===== config.mk =====
export PLATFORM = sky130hd
export DESIGN_NAME = cset2_top
export DESIGN_NICKNAME = d
export VERILOG_FILES = /design/src/core/cset2_pkg.sv /design/src/core/cset2_presc.sv /design/src/core/cset2_top.sv
export SDC_FILE = /design/constraint.sdc
export NUM_CORES = 1
export LEC_CHECK = 0
export BUFFER_PORTS_ARGS = -buffer_cell sky130_fd_sc_hd__buf_2
export CORE_UTILIZATION = 30
export DETAILED_ROUTE_END_ITERATION = 10
export PLACE_DENSITY_LB_ADDON = 0.12
export SLEW_MARGIN = 25
export SYNTH_ARGS = -nofsm -noshare
export SYNTH_HDL_FRONTEND = slang
export SYNTH_HIERARCHICAL = 1
export SYNTH_SLANG_ARGS = --single-unit
export TNS_END_PERCENT = 5

===== constraint.sdc =====
create_clock -name REF_CLK_I -period 4.4 [get_ports REF_CLK_I]
set_clock_uncertainty 0.05 [all_clocks]
set_input_delay 0.22 -clock REF_CLK_I [delete_from_list [all_inputs] [get_ports REF_CLK_I]]
set_output_delay 0.22 -clock REF_CLK_I [all_outputs]
set_load 0.005 [all_outputs]

===== src/core/cset2_pkg.sv =====
// constants for the core extension register block and timer 2
package cset2_pkg;
	localparam logic [7:0] CSET2_OFS_PTR_SEL   = 8'h86;
	localparam logic [7:0] CSET2_OFS_CLK_CTL   = 8'h8e;
	localparam logic [7:0] CSET2_OFS_SPC_SEL   = 8'h8f;
	localparam logic [7:0] CSET2_OFS_MEM_PAGE  = 8'h92;
	localparam logic [7:0] CSET2_OFS_T2_CTL    = 8'hc8;
	localparam logic [7:0] CSET2_OFS_T2_RLD_LO = 8'hca;
	localparam logic [7:0] CSET2_OFS_T2_RLD_HI = 8'hcb;
	localparam logic [7:0] CSET2_OFS_PTR0_LO   = 8'h82;
	localparam logic [7:0] CSET2_OFS_PTR0_HI   = 8'h83;
	localparam logic [7:0] CSET2_OFS_PTR1_LO   = 8'h84;
	localparam logic [7:0] CSET2_OFS_PTR1_HI   = 8'h85;
	localparam logic [7:0] CSET2_RST_PTR_SEL   = 8'h00;
	localparam logic [7:0] CSET2_RST_CLK_CTL   = 8'h01;
	localparam logic [7:0] CSET2_RST_SPC_SEL   = 8'h00;
	localparam logic [7:0] CSET2_RST_MEM_PAGE  = 8'h00;
	localparam logic [7:0] CSET2_RST_T2_CTL    = 8'h00;
	localparam logic [7:0] CSET2_RST_RLD       = 8'h00;
	localparam int CSET2_BIT_SEL   = 0;
	localparam int CSET2_BIT_T2_PRESC = 5;
	localparam int CSET2_BIT_T1_PRESC = 4;
	localparam int CSET2_BIT_T0_PRESC = 3;
	localparam int CSET2_BIT_WR_CHOICE = 0;
	localparam int CSET2_BIT_T2_OVF    = 7;
	localparam int CSET2_BIT_RXCLK     = 5;
	localparam int CSET2_BIT_TXCLK     = 4;
	localparam int CSET2_BIT_T2_RUN    = 2;
	localparam logic [7:0] CSET2_MSK_CLK_CTL = 8'h3f;
	localparam logic [7:0] CSET2_MSK_T2_CTL  = 8'hb4;
	localparam logic [7:0] CSET2_MSK_SEL     = 8'h01;
	localparam logic [3:0] CSET2_DIV_FAST    = 4'h4;
	localparam logic [3:0] CSET2_DIV_SLOW    = 4'hc;
	localparam logic [3:0] CSET2_DIV_BAUD    = 4'h2;
	localparam logic [3:0] CSET2_INSTR_CLKS  = 4'h4;
	localparam logic [15:0] CSET2_CNT_MAX    = 16'hffff;
endpackage


===== src/core/cset2_presc.sv =====
// prescaler producing one tick every div clocks, or pass-through of an event in counter mode
`timescale 1ns/1ns
module cset2_presc (
	// clock and reset
	input  wire logic       clk_i,
	input  wire logic       rst_b_i,
	// control
	input  wire logic [3:0] div_i,
	input  wire logic       count_mode_i,
	input  wire logic       event_i,
	// tick
	output logic            tick_o
);
	logic [3:0] cnt_r;

	always_ff @(posedge clk_i or negedge rst_b_i) begin
		if (!rst_b_i) begin
			cnt_r <= 4'h0;
		end else if (cnt_r >= div_i - 4'h1) begin
			cnt_r <= 4'h0;
		end else begin
			cnt_r <= cnt_r + 4'h1;
		end
	end

	// counter mode ignores the divider entirely
	always_comb begin
		if (count_mode_i) begin
			tick_o = event_i;
		end else begin
			tick_o = (cnt_r >= div_i - 4'h1);
		end
	end
endmodule


===== src/core/cset2_top.sv =====
// extension register bank: pointer select, timer clocks, strobe select, page, timer 2
`timescale 1ns/1ns
module cset2_top
	import cset2_pkg::*;
(
	// clock and reset
	input  wire logic        REF_CLK_I,
	input  wire logic        RST_B_I,
	// register port from the core
	input  wire logic [7:0]  SFR_ADDR_I,
	input  wire logic        SFR_WR_I,
	input  wire logic [7:0]  SFR_WDATA_I,
	output logic      [7:0]  SFR_RDATA_O,
	// pointer updates from the core (increment etc.)
	input  wire logic        PTR_LOAD_I,
	input  wire logic [15:0] PTR_LOAD_VAL_I,
	output logic      [15:0] DATA_POINTER_O,
	// timers 0 and 1 and counter-mode events
	input  wire logic        T0_COUNT_MODE_I,
	input  wire logic        T1_COUNT_MODE_I,
	input  wire logic        T2_COUNT_MODE_I,
	input  wire logic        T0_EVENT_I,
	input  wire logic        T1_EVENT_I,
	input  wire logic        T2_EVENT_I,
	input  wire logic        T1_OVERFLOW_I,
	output logic             T0_TICK_O,
	output logic             T1_TICK_O,
	// external move support
	input  wire logic        EXT_MOVE_INDIRECT_I,
	input  wire logic [7:0]  PORT2_LATCH_I,
	output logic      [7:0]  ADDR_HIGH_O,
	output logic      [2:0]  STRETCH_O,
	input  wire logic        RAM_WR_I,
	output logic             MEM_WR_B_O,
	output logic             MEM_PSWR_B_O,
	// timer 2 results
	output logic             TIMER_TWO_PULSE_O,
	output logic             T2_IRQ_O,
	output logic             SER_RX_CLK_O,
	output logic             SER_TX_CLK_O
);
	import cset2_pkg::*;

	logic [7:0]  ptr_sel_r;
	logic [7:0]  clk_ctl_r;
	logic [7:0]  spc_sel_r;
	logic [7:0]  mem_page_r;
	logic [7:0]  t2_ctl_r;
	logic [7:0]  rld_lo_r;
	logic [7:0]  rld_hi_r;
	logic [15:0] ptr0_r;
	logic [15:0] ptr1_r;
	logic [15:0] t2_cnt_r;
	logic [15:0] t2_cnt_nxt;
	logic        t0_tick;
	logic        t1_tick;
	logic        t2_tick;
	logic        t2_baud;
	logic        t2_ovf;
	logic        sel_secondary;
	logic [3:0]  t2_div;

	function automatic logic wr_hit(input logic [7:0] ofs);
		return SFR_WR_I && (SFR_ADDR_I == ofs);
	endfunction

	function automatic logic [3:0] presc_div(input logic fast);
		return fast ? CSET2_DIV_FAST : CSET2_DIV_SLOW;
	endfunction

	assign sel_secondary = ptr_sel_r[CSET2_BIT_SEL];
	assign t2_baud = t2_ctl_r[CSET2_BIT_RXCLK] | t2_ctl_r[CSET2_BIT_TXCLK];
	// baud mode overrides the prescale bit
	assign t2_div = t2_baud ? CSET2_DIV_BAUD
		: presc_div(clk_ctl_r[CSET2_BIT_T2_PRESC]);
	assign t2_ovf = t2_tick && t2_ctl_r[CSET2_BIT_T2_RUN] && (t2_cnt_r == CSET2_CNT_MAX);

	cset2_presc u_t0 (
		.clk_i        (REF_CLK_I),
		.rst_b_i      (RST_B_I),
		.div_i        (presc_div(clk_ctl_r[CSET2_BIT_T0_PRESC])),
		.count_mode_i (T0_COUNT_MODE_I),
		.event_i      (T0_EVENT_I),
		.tick_o       (t0_tick)
	);
	cset2_presc u_t1 (
		.clk_i        (REF_CLK_I),
		.rst_b_i      (RST_B_I),
		.div_i        (presc_div(clk_ctl_r[CSET2_BIT_T1_PRESC])),
		.count_mode_i (T1_COUNT_MODE_I),
		.event_i      (T1_EVENT_I),
		.tick_o       (t1_tick)
	);
	cset2_presc u_t2 (
		.clk_i        (REF_CLK_I),
		.rst_b_i      (RST_B_I),
		.div_i        (t2_div),
		.count_mode_i (T2_COUNT_MODE_I & ~t2_baud),
		.event_i      (T2_EVENT_I),
		.tick_o       (t2_tick)
	);

	// simple control registers; reserved bits are masked off on write
	always_ff @(posedge REF_CLK_I or negedge RST_B_I) begin
		if (!RST_B_I) begin
			ptr_sel_r  <= CSET2_RST_PTR_SEL;
			clk_ctl_r  <= CSET2_RST_CLK_CTL;
			spc_sel_r  <= CSET2_RST_SPC_SEL;
			mem_page_r <= CSET2_RST_MEM_PAGE;
			rld_lo_r   <= CSET2_RST_RLD;
			rld_hi_r   <= CSET2_RST_RLD;
		end else begin
			if (wr_hit(CSET2_OFS_PTR_SEL)) begin
				ptr_sel_r <= SFR_WDATA_I & CSET2_MSK_SEL;
			end
			if (wr_hit(CSET2_OFS_CLK_CTL)) begin
				clk_ctl_r <= SFR_WDATA_I & CSET2_MSK_CLK_CTL;
			end
			if (wr_hit(CSET2_OFS_SPC_SEL)) begin
				spc_sel_r <= SFR_WDATA_I & CSET2_MSK_SEL;
			end
			if (wr_hit(CSET2_OFS_MEM_PAGE)) begin
				mem_page_r <= SFR_WDATA_I;
			end
			if (wr_hit(CSET2_OFS_T2_RLD_LO)) begin
				rld_lo_r <= SFR_WDATA_I;
			end
			if (wr_hit(CSET2_OFS_T2_RLD_HI)) begin
				rld_hi_r <= SFR_WDATA_I;
			end
		end
	end

	// both pointers; the core's load goes to whichever is selected
	always_ff @(posedge REF_CLK_I or negedge RST_B_I) begin
		if (!RST_B_I) begin
			ptr0_r <= 16'h0000;
			ptr1_r <= 16'h0000;
		end else begin
			if (PTR_LOAD_I && !sel_secondary) begin
				ptr0_r <= PTR_LOAD_VAL_I;
			end else if (wr_hit(CSET2_OFS_PTR0_LO)) begin
				ptr0_r[7:0] <= SFR_WDATA_I;
			end else if (wr_hit(CSET2_OFS_PTR0_HI)) begin
				ptr0_r[15:8] <= SFR_WDATA_I;
			end
			if (PTR_LOAD_I && sel_secondary) begin
				ptr1_r <= PTR_LOAD_VAL_I;
			end else if (wr_hit(CSET2_OFS_PTR1_LO)) begin
				ptr1_r[7:0] <= SFR_WDATA_I;
			end else if (wr_hit(CSET2_OFS_PTR1_HI)) begin
				ptr1_r[15:8] <= SFR_WDATA_I;
			end
		end
	end

	// timer 2 control; hardware set of the flag wins over a software clear
	always_ff @(posedge REF_CLK_I or negedge RST_B_I) begin
		if (!RST_B_I) begin
			t2_ctl_r <= CSET2_RST_T2_CTL;
		end else if (t2_ovf && !t2_baud) begin
			t2_ctl_r[CSET2_BIT_T2_OVF] <= 1'b1;
			if (wr_hit(CSET2_OFS_T2_CTL)) begin
				t2_ctl_r[6:0] <= SFR_WDATA_I[6:0] & CSET2_MSK_T2_CTL[6:0];
			end
		end else if (wr_hit(CSET2_OFS_T2_CTL)) begin
			t2_ctl_r <= SFR_WDATA_I & CSET2_MSK_T2_CTL;
		end
	end

	// count and reload
	always_comb begin
		t2_cnt_nxt = t2_cnt_r;
		if (t2_tick && t2_ctl_r[CSET2_BIT_T2_RUN]) begin
			if (t2_ovf) begin
				t2_cnt_nxt = {rld_hi_r, rld_lo_r};
			end else begin
				t2_cnt_nxt = t2_cnt_r + 16'h0001;
			end
		end
	end

	always_ff @(posedge REF_CLK_I or negedge RST_B_I) begin
		if (!RST_B_I) begin
			t2_cnt_r <= 16'h0000;
		end else begin
			t2_cnt_r <= t2_cnt_nxt;
		end
	end

	// registered outputs
	always_ff @(posedge REF_CLK_I or negedge RST_B_I) begin
		if (!RST_B_I) begin
			SFR_RDATA_O       <= 8'h00;
			DATA_POINTER_O    <= 16'h0000;
			T0_TICK_O         <= 1'b0;
			T1_TICK_O         <= 1'b0;
			ADDR_HIGH_O       <= 8'h00;
			STRETCH_O         <= 3'h0;
			MEM_WR_B_O        <= 1'b1;
			MEM_PSWR_B_O      <= 1'b1;
			TIMER_TWO_PULSE_O <= 1'b0;
			T2_IRQ_O          <= 1'b0;
			SER_RX_CLK_O      <= 1'b0;
			SER_TX_CLK_O      <= 1'b0;
		end else begin
			if (SFR_ADDR_I == CSET2_OFS_PTR_SEL) begin
				SFR_RDATA_O <= ptr_sel_r;
			end else if (SFR_ADDR_I == CSET2_OFS_CLK_CTL) begin
				SFR_RDATA_O <= clk_ctl_r;
			end else if (SFR_ADDR_I == CSET2_OFS_SPC_SEL) begin
				SFR_RDATA_O <= spc_sel_r;
			end else if (SFR_ADDR_I == CSET2_OFS_MEM_PAGE) begin
				SFR_RDATA_O <= mem_page_r;
			end else if (SFR_ADDR_I == CSET2_OFS_T2_CTL) begin
				SFR_RDATA_O <= t2_ctl_r;
			end else if (SFR_ADDR_I == CSET2_OFS_T2_RLD_LO) begin
				SFR_RDATA_O <= rld_lo_r;
			end else if (SFR_ADDR_I == CSET2_OFS_T2_RLD_HI) begin
				SFR_RDATA_O <= rld_hi_r;
			end else if (SFR_ADDR_I == CSET2_OFS_PTR0_LO) begin
				SFR_RDATA_O <= ptr0_r[7:0];
			end else if (SFR_ADDR_I == CSET2_OFS_PTR0_HI) begin
				SFR_RDATA_O <= ptr0_r[15:8];
			end else if (SFR_ADDR_I == CSET2_OFS_PTR1_LO) begin
				SFR_RDATA_O <= ptr1_r[7:0];
			end else if (SFR_ADDR_I == CSET2_OFS_PTR1_HI) begin
				SFR_RDATA_O <= ptr1_r[15:8];
			end else begin
				SFR_RDATA_O <= 8'h00;
			end
			DATA_POINTER_O    <= sel_secondary ? ptr1_r : ptr0_r;
			T0_TICK_O         <= t0_tick;
			T1_TICK_O         <= t1_tick;
			ADDR_HIGH_O       <= EXT_MOVE_INDIRECT_I ? mem_page_r : PORT2_LATCH_I;
			STRETCH_O         <= clk_ctl_r[2:0];
			MEM_WR_B_O        <= ~(RAM_WR_I & ~spc_sel_r[CSET2_BIT_WR_CHOICE]);
			MEM_PSWR_B_O      <= ~(RAM_WR_I & spc_sel_r[CSET2_BIT_WR_CHOICE]);
			TIMER_TWO_PULSE_O <= t2_ovf;
			T2_IRQ_O          <= t2_ctl_r[CSET2_BIT_T2_OVF];
			// serial clocks: timer 2 or timer 1 overflow per source bit
			SER_RX_CLK_O <= t2_ctl_r[CSET2_BIT_RXCLK] ? t2_ovf : T1_OVERFLOW_I;
			SER_TX_CLK_O <= t2_ctl_r[CSET2_BIT_TXCLK] ? t2_ovf : T1_OVERFLOW_I;
		end
	end
endmodule


# == Yosys cells after proc, flatten, opt, wreduce, memory -nomap -nowiden ==
# Index checks and enable logic that the tools add are counted.
# op_classes
order_cmp,3
mux,37
bitwise_logic,8
n_eq_ne,14
add_sub_neg,7
n_reduce_logical,25
# ops
operator,count
2-to-1 mux 8 bit,20
"equality test 8 bit, second input constant",11
2-to-1 mux 16 bit,4
2-to-1 mux 4 bit,7
"adder 16 x 1 -> 16 bit, second input constant",1
"equality test 16 bit, second input constant",1
logical AND 1 bit,16
"adder 4 x 1 -> 4 bit, second input constant",3
>= comparator 4 bit,3
"subtractor 4 x 1 -> 4 bit, second input constant",3
nonzero test 2 bit,5
2-to-1 mux 7 bit,1
2-to-1 mux 1 bit,5
"inequality test 2 bit, second input constant",2
inverter 1 bit,4
AND reduction 2 bit,2
AND 1 bit,3
logical NOT 1 bit,2
OR 1 bit,1
# word_totals
inputBits,53
word_cells,122
out_inout_bits,43
ff_bits,143

# == Depth between registers and ports, before layout ==
# Gate-level depths: netlist (run 1).
# depth
depth_word,12
depth_mapped,15
ltp_nobuf,14

# == By module ==
# Netlist (run 1), hierarchy kept.
# modules_own_cells
module,cells_each,area_per_inst_um2,seq_area_each_um2,instances
cset2_top,567,6178.4,3181.8,1
cset2_presc,29,295.3,100.1,3

# == Least setup slack after synthesis (run 1) ==
# Ideal clock, no wire load.
# synth_path
path_kind,flip-flop to flip-flop
from,register t2_ctl_r[5]
to,register t2_cnt_r[1]
setup_time_ps,126
arrival_time_ps,2964
slack_ps,1260
required_ps,4224
path_buffers,0
path_stages_with_launch,13
period_less_slack_ps,3140
path_cell_list,dfrtp_1 or2_2 nor3_1 xnor2_1 ha_1 o211ai_1 o21ai_2 mux2_2 nand3_1 nor3_1 nand4_1 and3_1 a221o_1
# synth_between
elab_chain_len,8
word_cells_on_any_way,10
cone_classes,1 x add/sub; 1 x order compare; 3 x mux; 3 x bitwise; 2 x reduce/logical
# synth_rtl
item,line,source
start: declaration,cset2_top.sv:48,logic [7:0] t2_ctl_r;
start signal: assignment,cset2_top.sv:164,t2_ctl_r[6:0] <= SFR_WDATA_I[6:0] & CSET2_MSK_T2_CTL[6:0];
start signal: assignment,cset2_top.sv:167,t2_ctl_r <= SFR_WDATA_I & CSET2_MSK_T2_CTL;
OR 1 bit *,cset2_top.sv:72,assign t2_baud = t2_ctl_r[CSET2_BIT_RXCLK] | t2_ctl_r[CSET2_BIT_TXCLK];
named net t2_baud,cset2_top.sv:58,logic t2_baud;
2-to-1 mux 4 bit,cset2_top.sv:74,assign t2_div = t2_baud ? CSET2_DIV_BAUD
subtractor 4 x 1 -> 4 bit,cset2_presc.sv:31,tick_o = (cnt_r >= div_i - 4'h1);
>= comparator 4 bit,cset2_presc.sv:31,
2-to-1 mux 1 bit *,cset2_presc.sv:28,if (count_mode_i) begin
named net t2_tick,cset2_top.sv:57,logic t2_tick;
logical AND 1 bit *,"cset2_top.sv:76, cset2_top.sv:174",
logical AND 1 bit,cset2_top.sv:76,assign t2_ovf = t2_tick && t2_ctl_r[CSET2_BIT_T2_RUN] && (t2_cnt_r == CSET2_CNT_MAX);
2-to-1 mux 16 bit,cset2_top.sv:175,if (t2_ovf) begin
end signal: assignment,cset2_top.sv:187,t2_cnt_r <= t2_cnt_nxt;
end: declaration,cset2_top.sv:53,logic [15:0] t2_cnt_r;
# Mark *: on every way through the listed nets, which the timed path passes. The rest lies on a longest branch.
# A chain may end at the register's enable or synchronous reset.

# == Worst setup path in the final report (run 1) ==
# layout_path
from,register t2_ctl_r[5]
to,register t2_cnt_r[8]
# The elaborated chain is that of the path after synthesis.

==> results.json, run 1 <==
{
  "io_buffers": 95,
  "worstPathArrival_ns": 4.16,
  "grt_max_degree": 110,
  "power_mw": 3.98,
  "tightest_slew_ns": 0.941,
  "slew_headroom_pct": 37.3,
  "seqPwrFrac_pct": 40.5,
  "switching_share_pct": 26.3,
  "instances_no_fill": 1110,
  "clock_power_share_pct": 43.4,
  "synth-adder-area-share_pct": 3.37,
  "detail_route.drc_violations": 0,
  "synth_top_family_by_area": "multiplexers",
  "postCtsSetupBuffers": 0,
  "end_kind": "flip-flop",
  "fin_nets": 855,
  "min_period_over_period_pct": 88.0,
  "clock_path_buffers": 2,
  "final_util_pct": 38.9,
  "rsz0062_at_grt": "false",
  "globalRouteOverflowTotal": 0,
  "dp_hpwl_um": 14700,
  "gp_congestion": 0.842,
  "clk-insertion-delay-late_ns": 0.42,
  "max_cap_viol_count": 0,
  "ant_nets": 0,
  "synth_edf_count": 0,
  "area_growth_pct": 25.8,
  "intPower_mw": 2.93,
  "nFillCells": 2317,
  "ys_warn_count": 6,
  "cpMaxStageDelayCell": "inv_1",
  "io_pins": 96,
  "vias": 5493,
  "multi_input_area_mm2": 0.00341,
  "grt_pass1_vias": 5703,
  "clock_sinks": 139,
  "required_ns": 4.69,
  "synth.avg_cell_area_um2": 10.8,
  "synth-main-ff-cell": "dfrtp_1",
  "hold_violations": 0,
  "tns_ns": 0,
  "first_iter_violations": 398,
  "place_inst": 1048,
  "synth_most_common_cell": "dfrtp_1",
  "root_buffer": "clkbuf_16",
  "die_y_um": 155,
  "min_period_ns": 3.87,
  "die_x_um": 155,
  "critPathMaxStageDelay_ns": 0.49,
  "synth_mux_area_share_pct": 16.8,
  "dr.pass1.iters": 7,
  "startpoint_type": "flip-flop",
  "synth-compound-area-share_pct": 10.9,
  "synthTopCellsByCount": "dfrtp_1, mux2_2, nand2_1",
  "cts_buffers": 17,
  "cts_tree": "built",
  "placed_area_mm2": 0.00788,
  "crit_type": "reg2reg",
  "syn_area_mm2": 0.00706,
  "crit_fanout": 14,
  "coreArea_mm2": 0.0228,
  "rows": 55,
  "wl_per_cell_um": 18.8,
  "status": "completed",
  "ys_ff_latch": 139,
  "finalMaxSlewViolations": 0,
  "grt_pass1_wl_um": 32800,
  "timing.hold.worst.class": "in2reg",
  "cp_common_cell": "nor3_1",
  "design_area_mm2": 0.00889,
  "cellLeakagePower_nw": 4.28,
  "die_area_mm2": 0.0242,
  "synth_top_area_cell": "dfrtp_1",
  "syn_inst": 654,
  "grt_use_total_pct": 18.1,
  "pwr-share-comb_pct": 16.1,
  "setup_violations": 0,
  "ir_worst_vdd_uv": 216,
  "h-tree-depth": 4,
  "ys_types": 68,
  "synth_area_leaders": "dfrtp_1, mux2_2, mux2i_1, nand2_1, ha_1",
  "path_clk_slew_ns": 0.06,
  "crit_path_cell_trace": "or2_2 -> nor3_1 -> xnor2_1 -> ha_1 -> o211ai_1 -> o21ai_2 -> mux2_2 -> nand3_1 -> nor3_1 -> nand4_1 -> inv_1 -> nor3_1 -> nor3_1",
  "p_sw_mw": 1.04,
  "start_util_pct": 30.9,
  "wl_um": 20900,
  "regArea_mm2": 0.00348,
  "drive_gt1_share_pct": 28.4,
  "viasPerCell": 4.95,
  "ys_seq_area_share_pct": 49.3,
  "synthArstFlopShare_pct": 100,
  "max_freq_mhz": 258,
  "p_per_area_mw_per_mm2": 447,
  "synth-simple-area-share_pct": 14.3,
  "synthXorXnorAreaFrac_pct": 1.98,
  "grt_antenna_before_repair": 0,
  "yosysTopAreaCellShare_pct": 48.2
}
==> cell usage in the layout, fill, tap and decap left out, drive strengths merged, types with 6 or more instances in the layout <==
| master | count |
|---|---|
| a22oi | 7 |
| xnor2 | 12 |
| a21oi | 34 |
| mux2 | 68 |
| nand3 | 16 |
| nor3 | 20 |
| a31oi | 6 |
| inv | 24 |
| conb | 14 |
| ha | 19 |
| buf | 98 |
| nand2 | 64 |
| clkbuf | 23 |
| o21ai | 28 |
| dlygate4sd3 | 29 |
| o22ai | 6 |
| dfrtp | 136 |
| nand4 | 10 |
| mux2i | 42 |
| nor2 | 48 |
| bufinv | 7 |
==> worst max-delay path: cells and delay by family (launching register included) <==
kind | cells | cell delay (ns)
compound gates | 2 | 0.33
xor+xnor | 1 | 0.10
fa+ha+maj | 1 | 0.32
buf+inv | 1 | 0.49
flops | 1 | 0.41
mux | 1 | 0.23
simple gates | 7 | 1.87
==> per-stage QoR <==
step,hold slack [ns],setup WS [ns]
global route,0.0104,0.176
finish,0.0304,0.526
global placement,0.319,0.655
floorplan,-0.126,1.26
CTS,0.00334,0.481
detailed placement,0.323,0.483
==> power groups by stage <==
stage / clock (mW) / sequential [mW] / combinational [mW]
after floorplan: 0 / 1.58 / 0.421
after global placement: 0 / 1.62 / 0.589
after detailed placement: 0 / 1.63 / 0.616
after CTS: 1.77 / 1.61 / 0.645
after global routing: 1.83 / 1.63 / 0.727
final: 1.73 / 1.61 / 0.639
==> kinds of logic after synthesis <==
logic type,count (synthesis)
and+or+nand+nor,195
DFF,139
AOI/OAI and AO/OA,118
muxes,110
buffers and inverters,55
adders and majority gates,19
xor gates and xnor gates,16
other,2
==> registers in the layout, indices dropped and copies added (netlist names), 3 cells and up <==
name and cells:
ADDR_HIGH_O 8, DATA_POINTER_O 16, SFR_RDATA_O 8, STRETCH_O 3, clk_ctl_r 6, mem_page_r 8, ptr0_r 16, ptr1_r 16
rld_hi_r 8, rld_lo_r 8, t2_cnt_r 16, t2_ctl_r 4, u_t0/cnt_r 4, u_t1/cnt_r 4, u_t2/cnt_r 4
==> layer usage <==
layer / GRT usage (%) / share of wire [%] / vias up
met1: 23.6 / 46 / 2740
li1: - / - / 2601
met5: 0 / 0 / -
met4: 4.76 / 1.5 / 0
met3: 4.93 / 4.3 / 17
met2: 29.5 / 48 / 135
==> final cells by class <==
cell class,instances,area share [%]
antenna,1,0.0281
inverter,25,1.06
multi-input combinational,472,38.3
clock inverter,10,2.65
clock buffer,22,5.33
sequential,139,39.2
tap,313,4.41
timing repair buffer,128,9.05
==> path summary, 6_finish.rpt <==
| kind | startpoint | endpoint | slack [ns] | depth (start not counted) |
|---|---|---|---|---|
| worst max-delay path | t2_ctl_r[5] | t2_cnt_r[8] | 0.53 | 13 |
| worst min-delay path | T1_OVERFLOW_I | SER_TX_CLK_O | 0.03 | 2 |
| worst max register to register | t2_ctl_r[5] | t2_cnt_r[8] | 0.53 | 13 |
| worst min register to register | clk_ctl_r[1] | STRETCH_O[1] | 0.35 | 0 |
| max in group asynchronous | RST_B_I | ptr0_r[7] | 2.90 | 3 |
| min in group asynchronous | RST_B_I | t2_cnt_r[13] | 0.39 | 2 |
==> timing repair <==
| action | 4_1_cts | 5_1_grt |
|---|---|---|
| hold buffers | 29 | 0 |
| gates resized for setup | 0 | 0 |
| hold endpoints to repair | 132 | 0 |
No activity file was read; power rests on OpenSTA's default activity.
==> inputs of run 2 (changes only) <==
--- a/config.mk
+++ b/config.mk
@@ -7,4 +7,5 @@
 export LEC_CHECK = 0
+export ABC_CLOCK_PERIOD_IN_PS = 4400
 export BUFFER_PORTS_ARGS = -buffer_cell sky130_fd_sc_hd__buf_2
-export CORE_UTILIZATION = 30
+export CORE_UTILIZATION = 55
 export DETAILED_ROUTE_END_ITERATION = 10
--- a/constraint.sdc
+++ b/constraint.sdc
@@ -4,2 +4,2 @@
 set_output_delay 0.22 -clock REF_CLK_I [all_outputs]
-set_load 0.005 [all_outputs]
+set_load 0.01 [all_outputs]
==> run 2 against run 1 <==
Critical path depth unchanged. Largest power group is now sequential cells. Largest cell class unchanged. Critical endpoint unchanged. Fmax fell by 1.7%. Global-route usage is 12 points higher. Highest routed layer unchanged.
==> results.json, run 2 (synthesis results as in run 1) <==
{
  "status": "completed",
  "end_kind": "flip-flop",
  "cp_common_cell": "nor3_1",
  "root_buffer": "clkbuf_16",
  "start_util_pct": 56.2,
  "postCtsSetupBuffers": 0,
  "final_cell_mix": "dfrtp_1, buf_2, mux2_2, nand2_1, nor2_1",
  "area_growth_pct": 21.6,
  "tightest_slew_ns": 0.966,
  "crit_fanout": 14,
  "ant_nets": 0,
  "cellLeakagePower_nw": 4.21,
  "path_clk_slew_ns": 0.06,
  "wl_um": 18300,
  "max_cap_viol_count": 0,
  "slew_headroom_pct": 35.2,
  "vias": 5640,
  "reg2reg_depth": 13,
  "antenna_cells": 0,
  "critPathMaxStageDelay_ns": 0.51,
  "required_ns": 4.69,
  "rsz0062_at_grt": "false",
  "grt_pass1_vias": 5608,
  "startpoint_type": "flip-flop",
  "grt_antenna_before_repair": 0,
  "io_pins": 96,
  "rows": 41,
  "tns_ns": 0,
  "final_common_cell": "dfrtp_1",
  "dr.pass1.iters": 5,
  "worstPathArrival_ns": 4.23,
  "timing.hold.worst.class": "in2reg",
  "clk-insertion-delay-late_ns": 0.43,
  "coreArea_mm2": 0.0126,
  "design_area_mm2": 0.00859,
  "viasPerCell": 5.82,
  "detail_route.drc_violations": 0,
  "min_path_cells": 2,
  "grt_use_total_pct": 29.8,
  "cts_tree": "built",
  "die_area_mm2": 0.0133,
  "p_per_area_mw_per_mm2": 422,
  "min_period_ns": 3.94,
  "cts_buffers": 17,
  "gp_congestion": 0.885,
  "h-tree-depth": 4,
  "wl_per_cell_um": 18.9,
  "die_x_um": 115,
  "setup_violations": 0,
  "max_freq_mhz": 254,
  "ir_worst_vdd_uv": 278,
  "drive_gt1_share_pct": 28.5,
  "die_y_um": 115,
  "io_buffers": 95,
  "cpMaxStageDelayCell": "inv_1",
  "crit_path_cell_trace": "or2_2 -> nor3_1 -> xnor2_1 -> ha_1 -> o211ai_1 -> o21ai_2 -> mux2_2 -> nand3_1 -> nor3_1 -> nand4_1 -> inv_1 -> nor3_1 -> nor3_1",
  "placed_area_mm2": 0.00770,
  "crit_type": "reg2reg",
  "hold_violations": 0,
  "grt_max_degree": 104,
  "clock_path_buffers": 2,
  "finalMaxSlewViolations": 0,
  "dp_hpwl_um": 12600,
  "globalRouteOverflowTotal": 0,
  "first_iter_violations": 523,
  "clock_sinks": 139,
  "grt_pass1_wl_um": 29200,
  "final_util_pct": 68.3,
  "min_period_over_period_pct": 89.6,
  "fin_nets": 856
}
## run 2: cell type report
class / count / area (µm²)
clock buffers: 18 / 439
clock inverters: 14 / 136
fillers: 980 / 3980
flip-flops and latches: 139 / 3480
inverters: 25 / 93.8
multi-input cells: 472 / 3410
repair buffers: 129 / 815
well taps: 172 / 215
## run 2: worst paths after layout
| path | slack (ns) | startpoint | end |
|---|---|---|---|
| max | 0.46 | t2_ctl_r[5] | t2_cnt_r[8] |
| max reg2reg | 0.46 | t2_ctl_r[5] | t2_cnt_r[8] |
| max in group asynchronous | 2.84 | RST_B_I | clk_ctl_r[0] |
| min reg2reg | 0.36 | clk_ctl_r[0] | STRETCH_O[0] |
| min | 0.15 | SFR_WDATA_I[1] | rld_hi_r[1] |
| min in group asynchronous | 0.41 | RST_B_I | t2_cnt_r[5] |
## run 2: report_power, final
part	switching, mW	internal (mW)	total (mW)
combinational	0.339	0.308	0.647
clock	0.582	0.801	1.38
sequential	0.140	1.46	1.60
total	1.06	2.56	3.63
## run 2: what timing repair did
action                    4_1_cts  5_1_grt
hold buffers                   31        0
resized for setup               0        0
hold endpoints to repair      133        0
## run 2: worst max-delay path: cells and delay by family (launching register included)
family	cells	cell delay [ns]
adders and majority gates	1	0.30
buffers and inverters	1	0.51
AOI/OAI and AO/OA	2	0.36
xor gates and xnor gates	1	0.10
muxes	1	0.23
and+or+nand+nor	7	1.89
DFF	1	0.41
## run 2: stage by stage
| stage | setup slack, ns | power (mW) | hold slack, ns | cells |
|---|---|---|---|---|
| floorplan | 1.26 | 2.01 | -0.126 | 666 |
| global placement | 0.771 | 2.19 | 0.316 | 906 |
| detailed placement | 0.553 | 2.23 | 0.327 | 906 |
| CTS | 0.521 | 3.65 | 0.126 | 969 |
| global route | 0.174 | 3.80 | 0.144 | 969 |
| finish | 0.459 | 3.63 | 0.152 | 969 |
## run 2: layer usage
metal  wire length (µm)  vias up  GRT usage, %
li1                   -     2605             -
met1               7660     2760          38.7
met2               8980      234          48.3
met5                  0        -             0
met3               1150       41          7.06
met4                514        0          12.2
